`src/rtl/flash_seq_map.vh`:
```
// Purpose: constants of the erase and program sequencer
// Assumes: included by its bare name from rtl files
// Notes: times are in microseconds, clock rate in MHz
`ifndef FLASH_SEQ_MAP_VH
`define FLASH_SEQ_MAP_VH

`define OP_WRITE_ENABLE 8'h06
`define OP_SECTOR_ERASE 8'h20
`define OP_HALF_BLOCK_ERASE 8'h52
`define OP_BLOCK_ERASE 8'hD8
`define OP_CHIP_ERASE_A 8'h60
`define OP_CHIP_ERASE_B 8'hC7
`define OP_PAGE_PROGRAM 8'h02
`define OP_QUAD_PAGE_PROGRAM 8'h32
`define OP_FOUR_LINE_ENTER 8'h38
`define OP_FOUR_LINE_EXIT 8'hFF

// Byte counts seen at chip select rise
`define LEN_OPCODE 3'h1
`define LEN_ADDR 3'h4
`define LEN_DATA 3'h5

// Erase span kinds
`define KIND_SECTOR 2'h0
`define KIND_HALF_BLOCK 2'h1
`define KIND_BLOCK 2'h2
`define KIND_CHIP 2'h3

// Address field positions
`define SECTOR_LSB 12
`define HALF_BLOCK_LSB 15
`define BLOCK_LSB 16
`define PAGE_LSB 8

// Reset values
`define WEL_RST 1'b0
`define FOUR_LINE_RST 1'b0

// Cycle times and clock rate
`define CLK_MHZ 100
`define SECTOR_ERASE_TIME_US 1000
`define HALF_BLOCK_ERASE_TIME_US 2000
`define BLOCK_ERASE_TIME_US 4000
`define CHIP_ERASE_TIME_US 100000
`define PAGE_PROGRAM_TIME_US 500

`endif

```
`src/rtl/fifo2.v`:
```
// Purpose: two-entry valid/ready buffer
// Assumes: single clock, synchronous active-high reset
// Notes: output data comes straight from storage flops
`timescale 1ns/10ps
`default_nettype none

module fifo2 #(
   parameter W = 32,
   parameter D = 2
) (
   input wire i_mclk,
   input wire i_sys_rst,
   input wire i_in_valid,
   output wire o_in_ready,
   input wire [W-1:0] i_in_data,
   output wire o_out_valid,
   input wire i_out_ready,
   output wire [W-1:0] o_out_data,
   output wire o_empty
);
   reg [W-1:0] mem_q [0:D-1];
   reg wr_q;
   reg rd_q;
   reg [1:0] cnt_q;
   wire push = i_in_valid & o_in_ready;
   wire pop = o_out_valid & i_out_ready;

   assign o_in_ready = (cnt_q != D);
   assign o_out_valid = (cnt_q != 2'h0);
   assign o_empty = (cnt_q == 2'h0);
   assign o_out_data = mem_q[rd_q];

   always @(posedge i_mclk)
   begin
      if (push)
      begin
         mem_q[wr_q] <= i_in_data;
      end
   end

   always @(posedge i_mclk)
   begin
      if (i_sys_rst)
      begin
         wr_q <= 1'b0;
         rd_q <= 1'b0;
         cnt_q <= 2'h0;
      end
      else
      begin
         if (push)
         begin
            wr_q <= ~wr_q;
         end
         if (pop)
         begin
            rd_q <= ~rd_q;
         end
         if (push & ~pop)
         begin
            cnt_q <= cnt_q + 2'h1;
         end
         else if (pop & ~push)
         begin
            cnt_q <= cnt_q - 2'h1;
         end
      end
   end
endmodule // fifo2

`default_nettype wire

```
`src/rtl/serial_flash_erase_program.v`:
```
// Purpose: erase and program command sequencer of a serial flash
// Assumes: link pins sampled by i_mclk, serial clock far slower
// Notes: array itself lives outside; writes pass a two-entry buffer
`timescale 1ns/10ps
`default_nettype none

`include "flash_seq_map.vh"

module serial_flash_erase_program #(
   parameter [31:0] SECTOR_ERASE_CYC =
      `SECTOR_ERASE_TIME_US * `CLK_MHZ,
   parameter [31:0] HALF_BLOCK_ERASE_CYC =
      `HALF_BLOCK_ERASE_TIME_US * `CLK_MHZ,
   parameter [31:0] BLOCK_ERASE_CYC =
      `BLOCK_ERASE_TIME_US * `CLK_MHZ,
   parameter [31:0] CHIP_ERASE_CYC =
      `CHIP_ERASE_TIME_US * `CLK_MHZ,
   parameter [31:0] PAGE_PROGRAM_CYC =
      `PAGE_PROGRAM_TIME_US * `CLK_MHZ
) (
   input wire i_mclk,
   input wire i_sys_rst,
   input wire i_sclk,
   input wire i_cs_n,
   input wire [3:0] i_io,
   input wire [4:0] i_protect_level,
   input wire i_quad_enable,
   input wire i_mem_ready,
   output wire o_mem_valid,
   output wire [23:0] o_mem_addr,
   output wire [7:0] o_mem_data,
   output reg o_erase_req,
   output reg [1:0] o_erase_kind,
   output reg [23:0] o_erase_base,
   output wire o_write_in_progress,
   output wire o_write_enable_latch,
   output wire o_four_line_mode
);
   localparam S_IDLE = 2'h0;
   localparam S_ERASE = 2'h1;
   localparam S_DRAIN = 2'h2;
   localparam S_PWAIT = 2'h3;

   // Protected region grows down from the top, doubling from 64K per level
   function prot_hit;
      input [23:0] a;
      input [4:0] lvl;
      reg [8:0] thr;
      begin
         thr = 9'h100 - (9'h001 << (lvl - 5'h1));
         if (lvl == 5'h0)
            prot_hit = 1'b0;
         else if (lvl > 5'h8)
            prot_hit = 1'b1;
         else
            prot_hit = ({1'b0, a[23:16]} >= thr);
      end
   endfunction

   function [23:0] erase_base;
      input [23:0] a;
      input [1:0] kind;
      begin
         case (kind)
            `KIND_SECTOR:
               erase_base = a & (24'hFFFFFF << `SECTOR_LSB);
            `KIND_HALF_BLOCK:
               erase_base = a & (24'hFFFFFF << `HALF_BLOCK_LSB);
            `KIND_BLOCK:
               erase_base = a & (24'hFFFFFF << `BLOCK_LSB);
            default:
               erase_base = 24'h000000;
         endcase
      end
   endfunction

   function is_prog;
      input [7:0] op;
      begin
         is_prog = (op == `OP_PAGE_PROGRAM) |
            (op == `OP_QUAD_PAGE_PROGRAM);
      end
   endfunction

   reg sclk_s1_q, sclk_s2_q, sclk_s3_q;
   reg cs_s1_q, cs_s2_q, cs_s3_q;
   reg [3:0] io_s1_q, io_s2_q;
   reg [7:0] sh_q;
   reg [3:0] bits_q;
   reg [2:0] nbytes_q;
   reg [7:0] op_q;
   reg [23:0] addr_q;
   reg [7:0] pg_ptr_q;
   reg [255:0] mask_q;
   reg [7:0] page_mem [0:255];
   reg blocked_q;
   reg wel_q;
   reg four_line_q;
   reg wip_q;
   reg [1:0] state_q;
   reg [31:0] timer_q;
   reg [7:0] idx_q;

   wire sclk_rise = sclk_s2_q & ~sclk_s3_q;
   wire cs_rise = cs_s2_q & ~cs_s3_q;
   wire cs_fall = ~cs_s2_q & cs_s3_q;
   wire capture = ~cs_s2_q & ~blocked_q & sclk_rise;
   // Outside four-line mode the address of a 32H stays on line 0; only its data goes wide
   wire wide = four_line_q |
      ((op_q == `OP_QUAD_PAGE_PROGRAM) &
       (nbytes_q >= `LEN_ADDR));
   wire [7:0] sh_d = wide ? {sh_q[3:0], io_s2_q} :
      {sh_q[6:0], io_s2_q[0]};
   wire [3:0] nbits = bits_q + (wide ? 4'h4 : 4'h1);
   wire byte_done = (nbits == 4'h8);
   wire data_byte = is_prog(op_q) & (nbytes_q >= `LEN_ADDR);
   wire boundary = (bits_q == 4'h0);
   wire erase_op = (op_q == `OP_SECTOR_ERASE) |
      (op_q == `OP_HALF_BLOCK_ERASE) | (op_q == `OP_BLOCK_ERASE);
   wire chip_op = (op_q == `OP_CHIP_ERASE_A) |
      (op_q == `OP_CHIP_ERASE_B);
   wire [1:0] kind = (op_q == `OP_SECTOR_ERASE) ? `KIND_SECTOR :
      (op_q == `OP_HALF_BLOCK_ERASE) ? `KIND_HALF_BLOCK :
      (op_q == `OP_BLOCK_ERASE) ? `KIND_BLOCK : `KIND_CHIP;
   wire [23:0] base = erase_base(addr_q, kind);
   wire erase_ok = erase_op & wel_q & boundary &
      (nbytes_q == `LEN_ADDR);
   wire chip_ok = chip_op & wel_q & boundary &
      (nbytes_q == `LEN_OPCODE);
   // Without the latch a write command does nothing
   wire prog_ok = is_prog(op_q) & wel_q & boundary &
      (nbytes_q == `LEN_DATA) &
      ((op_q == `OP_PAGE_PROGRAM) | i_quad_enable);
   wire cmd_end = cs_rise & ~blocked_q & (state_q == S_IDLE);
   wire [31:0] erase_cyc = (kind == `KIND_SECTOR) ? SECTOR_ERASE_CYC :
      (kind == `KIND_HALF_BLOCK) ? HALF_BLOCK_ERASE_CYC :
      (kind == `KIND_BLOCK) ? BLOCK_ERASE_CYC : CHIP_ERASE_CYC;

   wire buf_in_ready;
   wire buf_empty;
   wire push = (state_q == S_DRAIN) & mask_q[idx_q];
   wire [31:0] buf_out;

   fifo2 #(
      .W(32),
      .D(2)
   ) u_buf (
      .i_mclk(i_mclk),
      .i_sys_rst(i_sys_rst),
      .i_in_valid(push),
      .o_in_ready(buf_in_ready),
      .i_in_data({addr_q[23:8], idx_q, page_mem[idx_q]}),
      .o_out_valid(o_mem_valid),
      .i_out_ready(i_mem_ready),
      .o_out_data(buf_out),
      .o_empty(buf_empty)
   );

   assign o_mem_addr = buf_out[31:8];
   assign o_mem_data = buf_out[7:0];
   assign o_write_in_progress = wip_q;
   assign o_write_enable_latch = wel_q;
   assign o_four_line_mode = four_line_q;

   // Pins come from the host clock domain
   always @(posedge i_mclk)
   begin
      if (i_sys_rst)
      begin
         sclk_s1_q <= 1'b0;
         sclk_s2_q <= 1'b0;
         sclk_s3_q <= 1'b0;
         cs_s1_q <= 1'b1;
         cs_s2_q <= 1'b1;
         cs_s3_q <= 1'b1;
         io_s1_q <= 4'h0;
         io_s2_q <= 4'h0;
      end
      else
      begin
         sclk_s1_q <= i_sclk;
         sclk_s2_q <= sclk_s1_q;
         sclk_s3_q <= sclk_s2_q;
         cs_s1_q <= i_cs_n;
         cs_s2_q <= cs_s1_q;
         cs_s3_q <= cs_s2_q;
         io_s1_q <= i_io;
         io_s2_q <= io_s1_q;
      end
   end

   // Page buffer storage, no reset needed
   always @(posedge i_mclk)
   begin
      if (capture & byte_done & data_byte)
      begin
         page_mem[pg_ptr_q] <= sh_d;
      end
   end

   always @(posedge i_mclk)
   begin
      if (i_sys_rst)
      begin
         sh_q <= 8'h00;
         bits_q <= 4'h0;
         nbytes_q <= 3'h0;
         op_q <= 8'h00;
         addr_q <= 24'h000000;
         pg_ptr_q <= 8'h00;
         mask_q <= {256{1'b0}};
         blocked_q <= 1'b0;
      end
      else if (cs_fall)
      begin
         bits_q <= 4'h0;
         nbytes_q <= 3'h0;
         // A command begun while busy is dropped whole
         blocked_q <= (state_q != S_IDLE);
         if (state_q == S_IDLE)
         begin
            mask_q <= {256{1'b0}};
         end
      end
      else if (capture)
      begin
         sh_q <= sh_d;
         bits_q <= byte_done ? 4'h0 : nbits;
         if (byte_done)
         begin
            if (nbytes_q != `LEN_DATA)
            begin
               nbytes_q <= nbytes_q + 3'h1;
            end
            if (nbytes_q == 3'h0)
            begin
               op_q <= sh_d;
            end
            else if (nbytes_q < `LEN_ADDR)
            begin
               addr_q <= {addr_q[15:0], sh_d};
               pg_ptr_q <= sh_d;
            end
            else if (data_byte)
            begin
               mask_q[pg_ptr_q] <= 1'b1;
               pg_ptr_q <= pg_ptr_q + 8'h01;
            end
         end
      end
   end

   always @(posedge i_mclk)
   begin
      if (i_sys_rst)
      begin
         wel_q <= `WEL_RST;
         four_line_q <= `FOUR_LINE_RST;
         wip_q <= 1'b0;
         state_q <= S_IDLE;
         timer_q <= 32'h00000000;
         idx_q <= 8'h00;
         o_erase_req <= 1'b0;
         o_erase_kind <= `KIND_SECTOR;
         o_erase_base <= 24'h000000;
      end
      else
      begin
         o_erase_req <= 1'b0;
         case (state_q)
            S_IDLE:
            begin
               if (cmd_end & boundary & (nbytes_q == `LEN_OPCODE))
               begin
                  if (op_q == `OP_WRITE_ENABLE)
                     wel_q <= 1'b1;
                  if ((op_q == `OP_FOUR_LINE_ENTER) & i_quad_enable)
                     four_line_q <= 1'b1;
                  if (op_q == `OP_FOUR_LINE_EXIT)
                     four_line_q <= 1'b0;
               end
               if (cmd_end & (erase_ok | chip_ok))
               begin
                  if (chip_ok & (i_protect_level != 5'h0))
                  begin
                     wel_q <= wel_q;
                  end
                  else if (erase_ok & prot_hit(base, i_protect_level))
                  begin
                     wel_q <= 1'b0;
                  end
                  else
                  begin
                     // Erase begins without further host action
                     state_q <= S_ERASE;
                     wip_q <= 1'b1;
                     timer_q <= erase_cyc;
                     o_erase_req <= 1'b1;
                     o_erase_kind <= kind;
                     o_erase_base <= base;
                  end
               end
               if (cmd_end & prog_ok)
               begin
                  if (prot_hit(addr_q, i_protect_level))
                  begin
                     wel_q <= 1'b0;
                  end
                  else
                  begin
                     state_q <= S_DRAIN;
                     wip_q <= 1'b1;
                     idx_q <= 8'h00;
                  end
               end
            end
            S_ERASE:
            begin
               if (timer_q <= 32'h00000001)
               begin
                  state_q <= S_IDLE;
                  wip_q <= 1'b0;
                  wel_q <= 1'b0;
               end
               else
               begin
                  timer_q <= timer_q - 32'h00000001;
               end
            end
            S_DRAIN:
            begin
               // Untouched bytes are skipped, not written as ones
               if (~mask_q[idx_q] | buf_in_ready)
               begin
                  idx_q <= idx_q + 8'h01;
                  if (idx_q == 8'hFF)
                  begin
                     state_q <= S_PWAIT;
                     timer_q <= PAGE_PROGRAM_CYC;
                  end
               end
            end
            S_PWAIT:
            begin
               if (timer_q > 32'h00000001)
               begin
                  timer_q <= timer_q - 32'h00000001;
               end
               else if (buf_empty)
               begin
                  // Array must have taken every byte first
                  state_q <= S_IDLE;
                  wip_q <= 1'b0;
                  wel_q <= 1'b0;
               end
            end
            default:
            begin
               state_q <= S_IDLE;
               wip_q <= 1'b0;
            end
         endcase
      end
   end
endmodule // serial_flash_erase_program

`default_nettype wire

```
`config.mk`:
```
export PLATFORM = sky130hd
export DESIGN_NAME = serial_flash_erase_program
export DESIGN_NICKNAME = d
export VERILOG_FILES = /design/src/rtl/fifo2.v /design/src/rtl/serial_flash_erase_program.v
export VERILOG_INCLUDE_DIRS = /design/src /design/src/rtl
export SDC_FILE = /design/constraint.sdc
export NUM_CORES = 2
export LEC_CHECK = 0
export BUFFER_PORTS_ARGS = -buffer_cell sky130_fd_sc_hd__buf_4
export CAP_MARGIN = 0
export CORE_MARGIN = 5
export CORE_UTILIZATION = 46
export CTS_CLUSTER_DIAMETER = 30
export CTS_CLUSTER_SIZE = 12
export DETAILED_ROUTE_END_ITERATION = 10
export SLEW_MARGIN = 30
export SYNTH_ARGS = -nofsm -noshare
export SYNTH_HDL_FRONTEND = slang
export SYNTH_SLANG_ARGS = --single-unit
export TNS_END_PERCENT = 100
```
`constraint.sdc`:
```
create_clock -name i_mclk -period 5 [get_ports i_mclk]
set_input_delay 0.5 -clock i_mclk [delete_from_list [all_inputs] [get_ports i_mclk]]
set_output_delay 0.5 -clock i_mclk [all_outputs]
set_load 0.02 [all_outputs]
```
==> impl_metrics.toml <==
[placed_design]
place_inst = 8260
place_area_sq_mm = 0.1048
gp_congestion = 0.8038
dp_hpwl_um = 147000
portBuffers = 65

[timing]
tightest_slew_ns = 0.9750
hold_viol_final = 0
period_needed_ns = 4.675
slew_headroom_pct = 35.00
setup_violations = 0
drv_slew = 0
fin_crit_sh_pct = 93.51
fmax_mhz = 213.9
finalClockSkew_ns = 0.1306
rsz0062_at_grt = "false"

[grt]
grt-ovfl-total = 0
grt_pass1_vias = 54110
antenna_found_initial = 5
track_usage_pct = 21.91
grt_pass1_wl_um = 365800
grt_max_degree = 257

[logic_synthesis]
synth_top_area_share_pct = 64.20
synth_area_leader_cell = "edfxtp_1"
yosys_warnings = 0
synthAdderAreaFrac_pct = 0.4788
synth-seq-cells = 2510
synth_compound_area_share_pct = 3.216
muxShareOfSynthArea_pct = 17.72
syn_area_sq_mm = 0.09878
async_reset_ff_share_pct = 0
synth-edff-count = 2112
yosysUniqueCellTypes = 85
synthFlopType = "edfxtp_1"
synth_area_per_cell_sq_um = 18.57
synthSimpleGateAreaFrac_pct = 4.438
synth.area.top_cells = "edfxtp_1 (64%), mux4_2 (17%), dfxtp_1 (8.1%), nor2_1 (2.5%), a21oi_1 (1.6%)"
syn_inst = 5319
synth_top_family_by_area = "multiplexers"
yosysSeqAreaShare_pct = 72.27
synth_xor_area_share_pct = 0.1241

[detailed_routing]
drc = 0
via_per_inst = 5.848
firstDrtPassIters = 6
initialDrtViolationCount = 5155
routedWlPerCell_um = 26.98
wl_um = 246600
drtAntennaViolNets = 0
vias = 53440

[final_layout]
instances_no_fill = 9138
layout-drive-gt1-share_pct = 32.57
fin_area_sq_mm = 0.1213
mostFrequentLayoutCell = "edfxtp_1"
fin_nets = 5966
layout_common_cells = "edfxtp_1 (2112), mux4_2 (734), nor2_1 (643), clkbuf_16 (481), buf_4 (408)"
syn2layout_area_growth_pct = 22.82
fin_util_pct = 56.65

[die]
start_util_pct = 46.12
ioPinCount = 78
coreArea_sq_mm = 0.2142
die_area_sq_mm = 0.2241
rows = 170
die_h_um = 473.4
die_x_um = 473.4

[critical_path]
crit_type = "register to register"
cp.depth = 17
crit_fanout = 19
cpMostUsedCell = "ha_1"
cpPeakStageDelay_ns = 0.44
r2r_cells = 17
cp_slowest_cell = "nor4b_1"
path_delay_family = "compound AO/OA/AOI/OAI gates"
crit_chain = "nor4b_1 -> a31oi_1 -> inv_1 -> ha_1 -> nor3_1 -> nor2_2 -> and2_1 -> ha_1 -> a21o_1 -> a2111oi_0 -> o21a_1 -> o31ai_1 -> a31oi_2 -> o31a_1 -> buf_4 -> o211ai_1 -> a32o_1"
required_ns = 5.85
end_kind = "register"
critPathBufInv = 2
arrival_ns = 5.52
start_kind = "register"

[clock_network]
cts_tree = "yes"
cts.clk_slew.worst_paths_ns = 0.05
clkSinkCount = 2510
h-tree-depth = 5
clk_latency_ns = 0.99
cts_root_buf = "clkbuf_16"
cts_buffers = 474
cts.path.max_buffers = 4

[power]
powerDensity_mw_per_mm2 = 450.0
pwr-share-clk_pct = 58.6
switching_share_pct = 19.37
fin_total_pwr_w = 0.05460
seqPwrFrac_pct = 41.1
p_switching_w = 0.01058
ir_worst_vdd_uv = 375.9
p_int_w = 0.04402
pwr-share-comb_pct = 0.3
leakagePower_nw = 39.74

[run_status]
status = "finished clean"

[hold_path]
hold_class = "primary input to register"
whs_path_depth = 4

[job]
maxCapViolCount = 0
-- sequential cells by signal, summed over array words and instances, names as in the netlist, 3 cells and up, named ones only --
signal,flops
op_q,8
addr_q,24
u_buf.mem_q,64
pg_ptr_q,8
nbytes_q,3
idx_q,8
io_s1_q,4
bits_q,4
mask_q,256
sh_q,7
timer_q,32
o_erase_base,12
io_s2_q,4
page_mem,2048
-- cells in the mapped netlist (19+ instances only) --
| master | number |
|---|---|
| mux2i_1 | 48 |
| nor2b_1 | 24 |
| mux2_2 | 37 |
| buf_1 | 26 |
| mux4_2 | 734 |
| inv_1 | 36 |
| nor2_1 | 653 |
| nor3_1 | 46 |
| o21ai_0 | 28 |
| buf_2 | 60 |
| a21oi_1 | 320 |
| a211oi_1 | 22 |
| clkbuf_1 | 231 |
| nand3_1 | 57 |
| edfxtp_1 | 2112 |
| a31oi_1 | 19 |
| nand2_1 | 134 |
| buf_4 | 21 |
| dfxtp_1 | 398 |
| ha_1 | 37 |
-- path summary, 6_finish.rpt --
| path | from | to | slack (ns) |
|---|---|---|---|
| worst min-delay path | i_protect_level[3] | o_erase_req | 0.11 |
| worst min register to register | io_s1_q[0] | io_s2_q[0] | 0.44 |
| worst max-delay path | op_q[0] | timer_q[10] | 0.32 |
| worst max register to register | op_q[0] | timer_q[10] | 0.32 |
-- worst register-to-register path: stages (launching register included) --
cell,delay (ns)
dfxtp_1,0.39
nor4b_1,0.44
a31oi_1,0.19
inv_1,0.16
ha_1,0.32
nor3_1,0.11
nor2_2,0.32
and2_1,0.21
ha_1,0.24
a21o_1,0.18
a2111oi_0,0.39
o21a_1,0.23
o31ai_1,0.12
a31oi_2,0.37
o31a_1,0.19
buf_4,0.26
o211ai_1,0.13
a32o_1,0.29
-- area by class of cell --
| class | instances | area [sq um] |
|---|---|---|
| tap | 2838 | 3551 |
| fill | 15890 | 92860 |
| inverter | 36 | 165.2 |
| timing repair buffer | 461 | 4060 |
| multi-input combinational | 2431 | 25850 |
| clock inverter | 339 | 4003 |
| antenna | 2 | 5.005 |
| sequential | 2510 | 71420 |
| clock buffer | 521 | 12280 |
-- per-stage QoR --
step | setup TNS [ns] | setup WS (ns) | hold WS, ns
after global placement | 0 | 0.2059 | 0.4268
after detailed placement | 0 | 0.1547 | 0.4315
final | 0 | 0.3247 | 0.1135
after floorplan | -41.25 | -0.1611 | 0.3895
after global routing | 0 | 0.05981 | 0.1212
after CTS | 0 | 0.1106 | 0.04451
-- cells by family after synthesis --
group / Yosys count
other cells: 1
fa+ha+maj: 38
xor+xnor: 14
compound gates: 520
mux: 822
buf+inv: 389
simple gates: 1025
flops: 2510
-- power by group through the flow --
stage	clock, W	combinational [W]	sequential, W
floorplan	0	0.000112	0.0228
global placement	0	0.000167	0.0228
detailed placement	0	0.000171	0.0228
CTS	0.0324	0.000178	0.0224
global route	0.0335	0.000197	0.0224
finish	0.0320	0.000183	0.0224
-- timing repair --
action	4_1_cts	5_1_grt
endpoints found under the setup margin	0	30
endpoints found under the hold margin	29	0
hold buffers	10	0
resized for setup	0	3
setup buffers	0	2
-- per-layer routing --
| layer | vias to the layer above | GRT usage, % | routed length [um] |
|---|---|---|---|
| li1 | 22760 | - | - |
| met1 | 28150 | 32.70 | 107800 |
| met2 | 2161 | 33.25 | 114200 |
| met3 | 375 | 4.316 | 18940 |
| met4 | 0 | 6.046 | 5613 |
| met5 | - | 0 | 0 |
(Power assumes the default switching activity.)
